File: src/inc/srw_consts.svh
/*
 Timing constants for the supervisor reset and watchdog block.
 Assumes a 125 MHz system clock; included by the top-level design file only.
*/
`ifndef SRW_CONSTS_SVH
`define SRW_CONSTS_SVH
`define SRW_CLK_HZ        125000000
`define SRW_RST_STRETCH_MS 200
`define SRW_WD_TIMEOUT_MS  1600
`define SRW_RST_CYCLES    ((`SRW_CLK_HZ / 1000) * `SRW_RST_STRETCH_MS)
`define SRW_WD_CYCLES     ((`SRW_CLK_HZ / 1000) * `SRW_WD_TIMEOUT_MS)
`define SRW_CNT_W         32
`endif

File: src/inc/srw_pkg.sv
/*
 Types for the supervisor reset and watchdog block.
 Assumes nothing beyond the constants header.
*/
package srw_pkg;
   // ---------------------------------------------
   // Pin-level inputs grouped
   // ---------------------------------------------
   typedef struct packed {
      logic supply_low;
      logic manual_reset_n;
      logic power_fail_sense;
      logic watchdog_kick;
      logic watchdog_kick_float;
   } srw_pins_s;
   typedef enum logic [1:0] {ST_HOLD, ST_STRETCH, ST_RUN} srw_rst_e;
endpackage

File: src/hdl/srw_top.sv
/*
 Supervisor: stretched reset, watchdog, power-fail flag.
 Assumes pin inputs are asynchronous; supply_low comes from an analog
 comparator, kick_float from a floating-pin detector.
*/
`timescale 1ns/100ps
`include "srw_consts.svh"
module srw_top #(
   parameter int          RST_CYCLES = `SRW_RST_CYCLES,
   parameter int          WD_CYCLES  = `SRW_WD_CYCLES,
   parameter bit          DUAL_OUT   = 1'b0
) (
   // Clock and reset
   input  wire logic              clk_i,
   input  wire logic              rst_b_i,
   // Monitored pins
   input  wire srw_pkg::srw_pins_s pins_i,
   // Outputs
   output logic                   reset_n_o,
   output logic                   reset_o,
   output logic                   power_fail_flag_n_o,
   output logic                   watchdog_expired_n_o
);
   import srw_pkg::*;

   // ---------------------------------------------
   // Input synchronisation
   // ---------------------------------------------
   logic [4:0] raw;
   logic [4:0] sy;
   assign raw = {pins_i.supply_low, pins_i.manual_reset_n, pins_i.power_fail_sense,
                 pins_i.watchdog_kick, pins_i.watchdog_kick_float};
   srw_sync #(.W(5)) u_sync (
      .clk_i   (clk_i),
      .rst_b_i (rst_b_i),
      .d_i     (raw),
      .q_o     (sy)
   );
   wire supply_low = sy[4];
   wire mr_low     = ~sy[3];
   wire pf_below   = sy[2];
   wire kick       = sy[1];
   wire kick_float = sy[0];

   // ---------------------------------------------
   // Count limits
   // ---------------------------------------------
   // A window of N cycles ends on count N-1
   localparam logic [`SRW_CNT_W-1:0] RST_LAST = `SRW_CNT_W'(RST_CYCLES - 1);
   localparam logic [`SRW_CNT_W-1:0] WD_LAST  = `SRW_CNT_W'(WD_CYCLES - 1);

   // ---------------------------------------------
   // Variant selection
   // ---------------------------------------------
   // Dual-output build drops the watchdog; reset and power-fail flag remain
   wire wd_fitted = ~DUAL_OUT;

   // ---------------------------------------------
   // Reset stretcher state
   // ---------------------------------------------
   srw_rst_e              st_q;
   srw_rst_e              st_d;
   logic [`SRW_CNT_W-1:0] rcnt_q;
   logic [`SRW_CNT_W-1:0] rcnt_d;
   // Watchdog expiry deliberately not an input here
   wire hold_src = supply_low | mr_low;
   wire rdone    = (rcnt_q >= RST_LAST);

   always_comb begin
      case (st_q)
         ST_HOLD: begin
            if (hold_src) begin
               st_d = ST_HOLD;
            end else begin
               st_d = ST_STRETCH;
            end
         end
         ST_STRETCH: begin
            if (hold_src) begin
               st_d = ST_HOLD;
            end else if (rdone) begin
               st_d = ST_RUN;
            end else begin
               st_d = ST_STRETCH;
            end
         end
         ST_RUN: begin
            if (hold_src) begin
               st_d = ST_HOLD;
            end else begin
               st_d = ST_RUN;
            end
         end
         default: begin
            st_d = ST_HOLD;
         end
      endcase
   end

   always_ff @(posedge clk_i) begin
      if (!rst_b_i) begin
         st_q <= ST_HOLD;
      end else begin
         st_q <= st_d;
      end
   end

   // ---------------------------------------------
   // Stretch counter
   // ---------------------------------------------
   // Cleared outside STRETCH, so a retrigger restarts the full window
   wire cnt_run = (st_q == ST_STRETCH) & ~hold_src;
   assign rcnt_d = cnt_run ? rcnt_q + 1'b1 : '0;

   always_ff @(posedge clk_i) begin
      if (!rst_b_i) begin
         rcnt_q <= '0;
      end else begin
         rcnt_q <= rcnt_d;
      end
   end

   // ---------------------------------------------
   // Reset outputs
   // ---------------------------------------------
   // Held low in HOLD and STRETCH: every trigger yields at least the full stretch
   wire rst_active = (st_q != ST_RUN);
   wire rst_n_d    = ~rst_active;
   wire rst_hi_d   = DUAL_OUT & rst_active;

   always_ff @(posedge clk_i) begin
      if (!rst_b_i) begin
         reset_n_o <= 1'b0;
      end else begin
         reset_n_o <= rst_n_d;
      end
   end

   // In the dual build the complement holds in reset too, so the two pins never agree
   always_ff @(posedge clk_i) begin
      if (!rst_b_i) begin
         reset_o <= DUAL_OUT;
      end else begin
         reset_o <= rst_hi_d;
      end
   end

   // ---------------------------------------------
   // Power-fail flag
   // ---------------------------------------------
   wire pf_flag_d = ~pf_below;

   always_ff @(posedge clk_i) begin
      if (!rst_b_i) begin
         power_fail_flag_n_o <= 1'b1;
      end else begin
         power_fail_flag_n_o <= pf_flag_d;
      end
   end

   // ---------------------------------------------
   // Kick edge detector
   // ---------------------------------------------
   logic kick_q;
   // Both edges count; reset level matches the synchroniser's, so no false edge
   wire kick_edge = (kick != kick_q);

   always_ff @(posedge clk_i) begin
      if (!rst_b_i) begin
         kick_q <= 1'b0;
      end else begin
         kick_q <= kick;
      end
   end

   // ---------------------------------------------
   // Watchdog counter
   // ---------------------------------------------
   logic [`SRW_CNT_W-1:0] wcnt_q;
   logic [`SRW_CNT_W-1:0] wcnt_d;
   // Stale kick level while floating could fake an edge; float clears anyway
   wire wd_off   = ~wd_fitted | kick_float;
   wire wd_clear = wd_off | rst_active | kick_edge;
   wire wd_hit   = (wcnt_q >= WD_LAST);
   // Parks at the limit instead of wrapping back to zero
   assign wcnt_d = wd_clear ? '0 : (wd_hit ? wcnt_q : wcnt_q + 1'b1);

   always_ff @(posedge clk_i) begin
      if (!rst_b_i) begin
         wcnt_q <= '0;
      end else begin
         wcnt_q <= wcnt_d;
      end
   end

   // ---------------------------------------------
   // Expiry flag
   // ---------------------------------------------
   logic exp_q;
   wire  exp_d = wd_clear ? 1'b0 : (exp_q | wd_hit);

   always_ff @(posedge clk_i) begin
      if (!rst_b_i) begin
         exp_q <= 1'b0;
      end else begin
         exp_q <= exp_d;
      end
   end

   // ---------------------------------------------
   // Expiry output
   // ---------------------------------------------
   // Supply-low forcing bypasses the stretcher so release has no delay
   wire wdo_d = ~wd_fitted | ~(exp_q | supply_low);

   always_ff @(posedge clk_i) begin
      if (!rst_b_i) begin
         watchdog_expired_n_o <= DUAL_OUT;
      end else begin
         watchdog_expired_n_o <= wdo_d;
      end
   end
endmodule // srw_top

File: src/hdl/srw_sync.sv
/*
 Two-flop synchroniser, one per bit through a generate loop.
 Assumes asynchronous inputs and one clock.
*/
`timescale 1ns/100ps
module srw_sync #(
   parameter int W = 1
) (
   // Clock and reset
   input  wire logic         clk_i,
   input  wire logic         rst_b_i,
   // Data
   input  wire logic [W-1:0] d_i,
   output logic      [W-1:0] q_o
);
   genvar g;
   generate
      for (g = 0; g < W; g++) begin : g_bit
         logic meta_q;
         logic sync_q;
         always_ff @(posedge clk_i) begin
            if (!rst_b_i) begin
               meta_q <= 1'b0;
               sync_q <= 1'b0;
            end else begin
               meta_q <= d_i[g];
               sync_q <= meta_q;
            end
         end
         assign q_o[g] = sync_q;
      end
   endgenerate
endmodule // srw_sync

File: config.mk
export PLATFORM = sky130hd
export DESIGN_NAME = srw_top
export DESIGN_NICKNAME = d
export VERILOG_FILES = /design/src/inc/srw_pkg.sv /design/src/hdl/srw_top.sv /design/src/hdl/srw_sync.sv
export VERILOG_INCLUDE_DIRS = /design/src /design/src/inc
export SDC_FILE = /design/constraint.sdc
export NUM_CORES = 1
export LEC_CHECK = 0
export BUFFER_PORTS_ARGS = -buffer_cell sky130_fd_sc_hd__buf_2
export CAP_MARGIN = 20
export CORE_ASPECT_RATIO = 0.5
export CORE_UTILIZATION = 40
export DETAILED_ROUTE_END_ITERATION = 16
export PLACE_DENSITY = 0.53
export REMOVE_ABC_BUFFERS = 1
export SLEW_MARGIN = 20
export SYNTH_ARGS = -nofsm -noshare
export SYNTH_HDL_FRONTEND = slang
export SYNTH_HIERARCHICAL = 1
export SYNTH_SLANG_ARGS = --single-unit
File: constraint.sdc
create_clock -name clk_i -period 4 [get_ports clk_i]
set_input_delay 0.4 -clock clk_i [delete_from_list [all_inputs] [get_ports clk_i]]
set_output_delay 0.4 -clock clk_i [all_outputs]
set_load 0.01 [all_outputs]
Word level (Yosys, flattened, before mapping)
Cells that the tools add are included.

word-level totals
  register bits = 81
  logic and storage cells = 46

operators by class
  $add $sub $neg = 2
  order comparisons = 2
  equality and inequality tests = 4
  mux-type cells = 5
  bitwise gates (word level) = 12
  reductions and logical operators = 3

operator list
  operator                                               number
  adder 32 x 1 -> 32 bit, second input constant          2
  >= comparator 32 x 25 -> 1 bit, second input constant  1
  >= comparator 32 x 28 -> 1 bit, second input constant  1
  two-way mux 2 bit                                      3
  inverter 1 bit                                         6
  case mux 2 bit (3 select lines)                        1
  bitwise OR 1 bit                                       5
  equality test 2 x 1 -> 1 bit, second input constant    1
  equality test 2 bit, second input constant             1
  zero test 2 bit                                        1
  inequality test 2 bit, second input constant           1
  AND reduction 2 bit                                    1
  OR reduction 2 bit                                     1
  AND 1 bit                                              1
  two-way mux 1 bit                                      1
  inequality test 1 bit                                  1

Logic depth before layout (Yosys ltp)
Gate-level depths: netlist of run 1.

  depth after elaboration = 5
  gate-level depth with buffers = 8
  depth with buffers taken out = 6

By module
The synthesis of run 1 kept the hierarchy.

modules (own cells, without submodules)
  module    instances  cells an instance  area an instance (µm²)
  srw_top   1          403                3,438.3
  srw_sync  1          25                 300.3

Least setup slack after synthesis of run 1
Ideal clock, no wire load.

  path type = register -> register
  from = register rcnt_q[0]
  to = register rcnt_q[30]
  arrival time = 1.827 ns
  data required time = 3.872 ns
  path slack = 2.046 ns
  cell stages (with the launch flop) = 8
  path buffers = 1
  period minus slack after synthesis = 1.954 ns
  path through = dfxtp_1 ha_1 nand2_1 or4_4 buf_2 nor4_1 xnor2_1 nor2_1

on the way
  longest elaborated chain between the ends = 1

ends and longest elaborated chain
  item                      RTL line        text
  start: declaration        srw_top.sv:63   logic [`SRW_CNT_W-1:0] rcnt_q;
  start signal: assignment  srw_top.sv:119  rcnt_q <= rcnt_d;
  adder 32 x 1 -> 32 bit    srw_top.sv:113  assign rcnt_d = cnt_run ? rcnt_q + 1'b1 : '0;

No other way between the ends.
A chain may end at the register's enable or synchronous reset.

Worst setup path after layout of run 1
  from = register wcnt_q[0]
  to = register wcnt_q[18]

on the way
  longest elaborated chain between the ends = 1

ends and longest elaborated chain
  item                                                                      RTL line                        text
  start: declaration                                                        srw_top.sv:179                  logic [`SRW_CNT_W-1:0] wcnt_q;
  start signal: assignment                                                  srw_top.sv:192                  wcnt_q <= wcnt_d;
  adder 32 x 1 -> 32 bit or >= comparator 32 x 28 -> 1 bit (tied branches)  srw_top.sv:186, srw_top.sv:184

Several ways; a longest one is shown, not always the timed one.

==> results of run 1 <==
stage by stage:
step,util,instance area (um2),instances,worst slack (ns),hold WS (ns)
after detailed placement,0.428,3800,528,1.15,0.362
after CTS,0.468,4160,544,1.16,0.254
final,0.468,4160,544,1.13,0.268
after global placement,0.428,3800,528,1.30,0.348
after floorplan,-,3590,399,1.39,0.343
after global routing,0.468,4160,544,0.918,0.266
power groups by stage:
stage	registers, mW	logic [mW]	clock network, mW
after global routing	0.815	0.0139	1.03
after floorplan	0.833	0.00589	0
after detailed placement	0.833	0.0122	0
final	0.815	0.0122	0.968
after CTS	0.815	0.0124	0.998
after global placement	0.833	0.0120	0
placed cells by master (no fill, tap or decap), types with 13 or more instances in the layout:
cell     count
or4_1       19
inv_1       14
dfxtp_1     81
and2_1      20
nand2_1     26
a21oi_1     34
xnor2_1     18
nor3_1      13
nor2_1      31
o31ai_1     19
nand3_1     28
how the worst min path moves through the flow:
stage / end / slack [ns] / cells after the start
finish: u_sync/g_bit[3].meta_q$_SDFF_PN0_ / 0.27 / 2
CTS: u_sync/g_bit[3].meta_q$_SDFF_PN0_ / 0.25 / 2
floorplan: power_fail_flag_n_o$_SDFF_PN1_ / 0.34 / 1
global placement: power_fail_flag_n_o$_SDFF_PN1_ / 0.35 / 1
detailed placement: power_fail_flag_n_o$_SDFF_PN1_ / 0.36 / 1
global route: u_sync/g_bit[1].meta_q$_SDFF_PN0_ / 0.27 / 2
registers in the layout, summed over array words and instances (netlist names):
name,cells
power_fail_flag_n_o,1
wcnt_q,32
watchdog_expired_n_o,1
st_q,2
reset_n_o,1
u_sync/g_bit.sync_q,5
exp_q,1
u_sync/g_bit.meta_q,5
rcnt_q,32
kick_q,1
area by class of cell:
cell class                 count  area, um2  share of cell area
clock buffer                  12        256              0.0616
clock inverter                 4       98.8              0.0238
inverter                      14       52.6              0.0126
multi-input combinational    304       1920               0.461
sequential                    81       1620               0.390
tap                          117        146              0.0352
timing repair buffer          12       67.6              0.0162
critical path, cell delays in order (launching register included):
cell       delay (ns)
dfxtp_1          0.38
ha_1             0.53
and3_1           0.26
nand3_2          0.11
a2111oi_4        0.84
buf_4            0.39
o31ai_1          0.11
a21oi_1          0.16
cell families after synthesis:
| group | synth area share |
|---|---|
| AOI/OAI and AO/OA | 0.138 |
| xor gates and xnor gates | 0.0515 |
| adders and majority gates | 0.00669 |
| buffers and inverters | 0.0546 |
| DFF | 0.434 |
| muxes | 0.00535 |
| other | 0.00100 |
| and+or+nand+nor | 0.310 |
per-layer routing:
metal	share of wire	routed length, um	track usage	vias up
met4	0.012	93	0.0642	0
met5	0	0	0	-
met1	0.49	3630	0.206	1407
met2	0.47	3510	0.281	32
li1	-	-	-	1533
met3	0.031	233	0.0521	12
==> out/metrics.yaml, run 1 <==
cts:
  cts_max_path_buffers: 2
  cts_buffers: 9
  cts.sinks: 81
  postCtsSetupBuffers: 0
  cts_hold_buf: 0
  cts_tree: "built"
  ctsResizeCount: 0
  insertion_delay_ns: 0.33
  htree_levels: 3
  clkTransAtPathRegs_ns: 0.06
  clockRootBuffer: "clkbuf_16"
worst_setup_path:
  cp.arrival_ns: 3.12
  crit_start: "wcnt_q[0]$_SDFFE_PP0N_"
  r2r-end: "wcnt_q[18]$_SDFFE_PP0N_"
  rr_startpoint: "wcnt_q[0]$_SDFFE_PP0N_"
  cp.required_ns: 4.26
  critPathCapture: "wcnt_q[18]$_SDFFE_PP0N_"
  critPathLaunchType: "flip-flop"
  cp-end-kind: "flip-flop"
  worstRegToRegCells: 7
  rrSetupSlack_ns: 1.13
  cp_max_fo: 24
  worst-setup-path-type: "flip-flop to flip-flop"
sta:
  slew_headroom: 0.419
  hold_viol: 0
  fin_crit_sh: 0.716
  fmax_ghz: 0.349
  setup_viol: 0
  worst_pin_slew_ns: 0.872
  tns_ns: 0
  rsz0062_at_grt: "false"
  period_needed_ns: 2.87
  fin_worst_skew_ns: 0.00554
  final_max_slew_viol_count: 0
global_routing:
  grt_pass1_vias: 2791
  gr-total-overflow: 0
  grt_use_total: 0.169
  grt_pass1_wl_um: 13100
  grt_max_degree: 33
  antenna_found_initial: 0
floorplanning:
  dieArea_um2: 9760
  initial_core_util: 0.421
  die_h_um: 70.4
  num_rows: 24
  core_um2: 8890
  dieWidth_um: 139
  ios: 11
routing:
  via_per_inst: 5.49
  drt_wl_total_um: 7470
  ant_nets: 0
  wire_per_inst_um: 13.7
  drtPass1Iterations: 10
  drc: 3
  drt_iter0_drc: 145
  vias: 2984
logic_synthesis:
  avgSynthCellArea_um2: 8.74
  synth.most_common_cell: "dfxtp_1"
  synth_top_area_frac: 0.434
  synth_area_leaders: "dfxtp_1 (43%), a21oi_1 (4.6%), xnor2_1 (4.2%)"
  syn_area_um2: 3740
  ys_ff_latch: 81
  synth-async-reset-ratio: 0
  ys_seq_area_frac: 0.434
  ys.flop_type: "dfxtp_1"
  synth_edf_count: 0
  synth_cell_type_count: 50
  synth.cells.most_frequent: "dfxtp_1 (81), a21oi_1 (34), nor2_1 (31), nand3_1 (28), nand2_1 (26)"
  ys_warn_count: 6
  yosysTopAreaCell: "dfxtp_1"
  synthCells: 428
pwr:
  power.total_mw: 1.80
  power.density_nw_per_um2: 431
  leakage_nw: 1.23
  switching_share: 0.184
  p_int_mw: 1.46
  clockPowerShare: 0.539
  irDropWorstVdd_v: 0.000242
  seqPwrFrac: 0.454
  power.switching_uw: 330
  pwr-share-comb: 0.007
min_path:
  worstHoldPathType: "primary input to flip-flop"
  worstHoldStart: "pins_i[3]"
place:
  dp.final_hpwl_um: 5040
  portBuffers: 9
  place_congestion: 0.760
outcome:
  status: "finished, violations left"
  failed_checks: "DRC"
layout:
  area_delta_synth_final_pct: 11.3
  antenna_cells: 0
  filler_cell_count: 857
  layout.nets: 431
  drive_gt1_frac: 0.0960
run:
  cap_violations: 0
Power figures use the tool's default switching activity.
==> inputs of run 2 (changes only) <==
- clock period: 4 -> 2.7 ns (I/O delays scaled with it)
==> run 2 against run 1 <==
The flow still finishes with violations (DRC). First-iteration DRC count shrank 4.1%. Global-route usage down 0.21 points. Power is 40% higher. Largest cell class unchanged. Highest routed layer unchanged.
==> out/metrics.yaml, run 2 (synthesis gave the netlist of run 1 again) <==
outcome:
  status: "finished, violations left"
  failed_checks: "DRC"
worst_setup_path:
  cp.arrival_ns: 2.57
  cp_max_fo: 31
  max_stage_delay_ns: 0.64
  cp.required_ns: 2.96
  critPathLaunchType: "flip-flop"
  path_buf_inv: 0
  cp-end-kind: "flip-flop"
  cp_cell_sequence: "or4_4, a21oi_4, nand3_2, or4_1, a21oi_1"
  worst-setup-path-type: "flip-flop to flip-flop"
  crit_slowest_cell: "or4_1"
  cpLargestDelayFamily: "simple AND/OR/NAND/NOR gates"
place:
  dpl_cell_area_um2: 3830
  dp.final_hpwl_um: 4940
  portBuffers: 9
  place_congestion: 0.742
cts:
  clkTransAtPathRegs_ns: 0.06
  clockRootBuffer: "clkbuf_16"
  ctsResizeCount: 0
  cts_tree: "built"
  cts_max_path_buffers: 2
  cts.sinks: 81
  cts_hold_buf: 0
  htree_levels: 3
  postCtsSetupBuffers: 0
  cts_buffers: 9
  insertion_delay_ns: 0.34
floorplanning:
  dieWidth_um: 139
  ios: 11
  die_h_um: 70.4
  dieArea_um2: 9760
  initial_core_util: 0.421
  core_um2: 8890
  num_rows: 24
routing:
  drt_iter0_drc: 139
  vias: 3010
  drt_wl_total_um: 7410
  wire_per_inst_um: 13.5
  via_per_inst: 5.49
  drc: 3
  drtPass1Iterations: 10
  ant_nets: 0
layout:
  final_cell_area_um2: 4150
  layout.nets: 435
  final_common_cell: "dfxtp_1"
  drive_gt1_frac: 0.102
  post-route-util: 0.467
  area_delta_synth_final_pct: 11.1
  reg_top3: "rcnt_q: 32 flops, wcnt_q: 32 flops"
  antenna_cells: 0
  final_cell_mix: "dfxtp_1 (81), a21oi_1 (34), nor2_1 (31)"
sta:
  hold_viol: 0
  tns_ns: 0
  fin_crit_sh: 0.855
  final_max_slew_viol_count: 0
  worst_pin_slew_ns: 0.609
  fmax_ghz: 0.433
  period_needed_ns: 2.31
  setup_viol: 0
  slew_headroom: 0.591
  rsz0062_at_grt: "false"
  fin_worst_skew_ns: 0.00487
min_path:
  worstHoldPathType: "primary input to flip-flop"
global_routing:
  grt_use_total: 0.167
  grt_max_degree: 32
  antenna_found_initial: 0
  grt_pass1_vias: 2915
  gr-total-overflow: 0
  grt_pass1_wl_um: 13000
run:
  cap_violations: 0
pwr:
  leakage_nw: 1.23
  irDropWorstVdd_v: 0.000425
  power.density_nw_per_um2: 606
[run 2: layout make-up]
cell class              count  area [um2]
fillers                   840        4740
multi-input cells         304        1910
flip-flops and latches     81        1620
clock buffers              10         229
well taps                 117         146
repair buffers             16        97.6
clock inverters             6        92.6
inverters                  14        52.6
[run 2: layer usage]
layer	wire length, um	global-route usage
met1	3670	0.191
met2	3430	0.287
met3	184	0.0576
met4	118	0.0667
met5	0	0
[run 2: through the flow]
| stage | cells | setup slack (ns) | hold WS (ns) | power (mW) |
|---|---|---|---|---|
| after global placement | 532 | 0.490 | 0.348 | 1.25 |
| after floorplan | 399 | 0.0852 | 0.339 | 1.24 |
| final | 548 | 0.390 | 0.136 | 2.52 |
| after CTS | 548 | 0.375 | 0.124 | 2.55 |
| after global routing | 548 | 0.216 | 0.126 | 2.61 |
| after detailed placement | 532 | 0.384 | 0.365 | 1.25 |
[run 2: worst paths after layout]
path                                      from                                end  slack [ns]  depth (start not counted)
min reg2reg  u_sync/g_bit[2].sync_q$_SDFF_PN0_     power_fail_flag_n_o$_SDFF_PN1_        0.38                          1
max                    wcnt_q[31]$_SDFFE_PP0N_            wcnt_q[16]$_SDFFE_PP0N_        0.39                          5
min                                  pins_i[0]  u_sync/g_bit[0].meta_q$_SDFF_PN0_        0.14                          2
max reg2reg            wcnt_q[31]$_SDFFE_PP0N_            wcnt_q[16]$_SDFFE_PP0N_        0.39                          5
[run 2: power by group]
part / leakage (nW) / switching [mW] / total [mW] / internal [mW]
Sequential: 0.655 / 0.00320 / 1.21 / 1.20
Combinational: 0.424 / 0.00831 / 0.0179 / 0.00956
Clock: 0.149 / 0.480 / 1.29 / 0.812
Total: 1.23 / 0.491 / 2.52 / 2.03
==> inputs of run 3 (changes only) <==
- ABC_AREA: unset -> 1
==> run 3 against run 2 <==
The flow now finishes without violations. Hold slack got worse by 0.019 ns. Non-clock buffer count down 3. Sequential share of layout area down 3.8 points. Cell count increased by 43%. Die area increased by 13%. Clock skew about the same. Register-to-register slack better by 0.24 ns. Setup slack improved by 0.24 ns. Sequential power is essentially flat.
==> out/metrics.yaml, run 3 <==
worst_setup_path:
  cp.required_ns: 2.97
  cp-end-kind: "flip-flop"
  critPathCapture: "wcnt_q[24]$_SDFFE_PP0N_"
  crit_start: "wcnt_q[0]$_SDFFE_PP0N_"
  critPathLaunchType: "flip-flop"
  worst-setup-path-type: "flip-flop to flip-flop"
  cp.arrival_ns: 2.34
  r2r-end: "wcnt_q[24]$_SDFFE_PP0N_"
  rr_startpoint: "wcnt_q[0]$_SDFFE_PP0N_"
  rrSetupSlack_ns: 0.63
  worstRegToRegCells: 10
  cp_max_fo: 17
cts:
  clkTransAtPathRegs_ns: 0.06
  clockRootBuffer: "clkbuf_16"
  cts.sinks: 81
  cts_tree: "built"
  cts_buffers: 9
  insertion_delay_ns: 0.33
  postCtsSetupBuffers: 0
  cts_hold_buf: 0
  cts_max_path_buffers: 2
  htree_levels: 3
  ctsResizeCount: 0
logic_synthesis:
  ys_ff_latch: 81
  synth_cell_type_count: 35
  avgSynthCellArea_um2: 6.64
  ys.flop_type: "dfxtp_1"
  synth.most_common_cell: "nand2_1"
  yosysTopAreaCell: "dfxtp_1"
  synth_edf_count: 0
  ys_warn_count: 6
  synth_area_leaders: "dfxtp_1 (38%), nand2_1 (17%), nor2_1 (7.7%)"
  synth-async-reset-ratio: 0
  synthCells: 635
  synth.cells.most_frequent: "nand2_1 (196), nor2_1 (86), dfxtp_1 (81), inv_1 (68), nand3_1 (40)"
  ys_seq_area_frac: 0.385
  synth_top_area_frac: 0.385
  syn_area_um2: 4220
min_path:
  worstHoldStart: "pins_i[0]"
  worstHoldPathType: "primary input to flip-flop"
place:
  dp.final_hpwl_um: 6720
  portBuffers: 9
  place_congestion: 0.843
  dp.cells: 770
floorplanning:
  num_rows: 26
  initial_core_util: 0.413
  dieArea_um2: 11000
  die_h_um: 74.6
  ios: 11
  dieWidth_um: 147
  core_um2: 10200
layout:
  reg_top3: "rcnt_q: 32 flops, wcnt_q: 32 flops"
  layout.nets: 650
  final_common_cell: "nand2_1"
  antenna_cells: 0
  final_cell_mix: "nand2_1 (196), nor2_1 (86), dfxtp_1 (81)"
  final_cells: 785
  area_delta_synth_final_pct: 9.08
  drive_gt1_frac: 0.0853
routing:
  drtPass1Iterations: 4
  ant_nets: 0
  via_per_inst: 4.73
  drt_wl_total_um: 9150
  dr_wl_met3_um: 257
  highest_layer: "met4"
  drt_iter0_drc: 167
  route.met2.wl_um: 4090
  wire_per_inst_um: 11.7
  vias: 3714
  drc: 0
  wl_met1_um: 4740
sta:
  slew_headroom: 0.589
  worst_pin_slew_ns: 0.612
  final_max_slew_viol_count: 0
  rsz0062_at_grt: "false"
  setup_viol: 0
  fmax_ghz: 0.482
  fin_crit_sh: 0.768
  period_needed_ns: 2.07
  hold_viol: 0
  tns_ns: 0
  fin_worst_skew_ns: 0.00533
pwr:
  power.density_nw_per_um2: 506
  irDropWorstVdd_v: 0.000273
  leakage_nw: 1.59
global_routing:
  antenna_found_initial: 0
  grt_pass1_wl_um: 15600
  grt_max_degree: 31
  grt_use_total: 0.180
  grt_pass1_vias: 3342
  gr-total-overflow: 0
outcome:
  status: "complete, no violations"
run:
  cap_violations: 0
-- run 3: changes by cell type in the layout (fill, tap and decap cells not counted), moves of 9 or more --
cell / before / now
xnor2_1: 18 / 8
a21oi_2: 0 / 9
o31ai_1: 19 / 0
or4_1: 19 / 0
inv_1: 14 / 68
nor4_1: 9 / 0
nor2_1: 31 / 86
and2_1: 20 / 0
or3_1: 10 / 0
nand2_1: 26 / 196
nand3_1: 28 / 40
-- run 3: how the worst min path moves through the flow --
| stage | depth (start not counted) | endpoint | slack (ns) |
|---|---|---|---|
| 2_1_floorplan | 1 | power_fail_flag_n_o$_SDFF_PN1_ | 0.34 |
| 3_3_place_gp | 1 | power_fail_flag_n_o$_SDFF_PN1_ | 0.35 |
| 3_5_place_dp | 1 | power_fail_flag_n_o$_SDFF_PN1_ | 0.35 |
| 4_1_cts | 3 | u_sync/g_bit[0].meta_q$_SDFF_PN0_ | 0.10 |
| 5_1_grt | 3 | u_sync/g_bit[1].meta_q$_SDFF_PN0_ | 0.12 |
| 6_report | 3 | u_sync/g_bit[0].meta_q$_SDFF_PN0_ | 0.12 |
-- run 3: stage by stage --
step                area, um2  setup WS [ns]  hold slack, ns  power (mW)  utilization
finish                   4600          0.627           0.117        2.33        0.450
global placement         4340          0.709           0.347        1.25        0.424
global route             4600          0.362           0.115        2.42        0.450
detailed placement       4340          0.621           0.350        1.25        0.424
floorplan                4090          0.442           0.339        1.24            -
CTS                      4600          0.606           0.103        2.37        0.450
-- run 3: area by class of cell --
type	instances	area, um2
Clock inverter	3	17.5
Clock buffer	12	246
Tap cell	140	175
Sequential cell	81	1620
Fill cell	1086	5620
Multi-Input combinational cell	466	2200
Timing Repair Buffer	13	75.1
Inverter	70	263
-- run 3: power breakdown --
part           switching, mW  internal [mW]  leakage (nW)
Clock                  0.464          0.640         0.128
Sequential           0.00269           1.20         0.655
Combinational         0.0104        0.00757         0.805
-- run 3: cell families after synthesis --
family                     Yosys count  share of synthesized area
AOI/OAI and AO/OA                   70                     0.0970
adders and majority gates            2                    0.00593
and+or+nand+nor                    376                      0.383
other                                1                   0.000889
buffers and inverters               88                     0.0935
DFF                                 81                      0.385
xor gates and xnor gates            17                     0.0353
-- run 3: per-layer routing --
| layer | global-route usage | vias to the layer above |
|---|---|---|
| li1 | - | 2018 |
| met3 | 0.0429 | 6 |
| met1 | 0.231 | 1650 |
| met2 | 0.303 | 40 |
| met4 | 0.0619 | 0 |
| met5 | 0 | - |
-- run 3: critical path: stages, from the launching register on --
cell and delay [ns]:
dfxtp_1 0.41, ha_1 0.31, inv_2 0.07, nor2_4 0.17
nand3_1 0.09, nand3_1 0.09, nand2_2 0.18, nand2_4 0.24
buf_4 0.24, nand2_1 0.09, a21oi_2 0.12
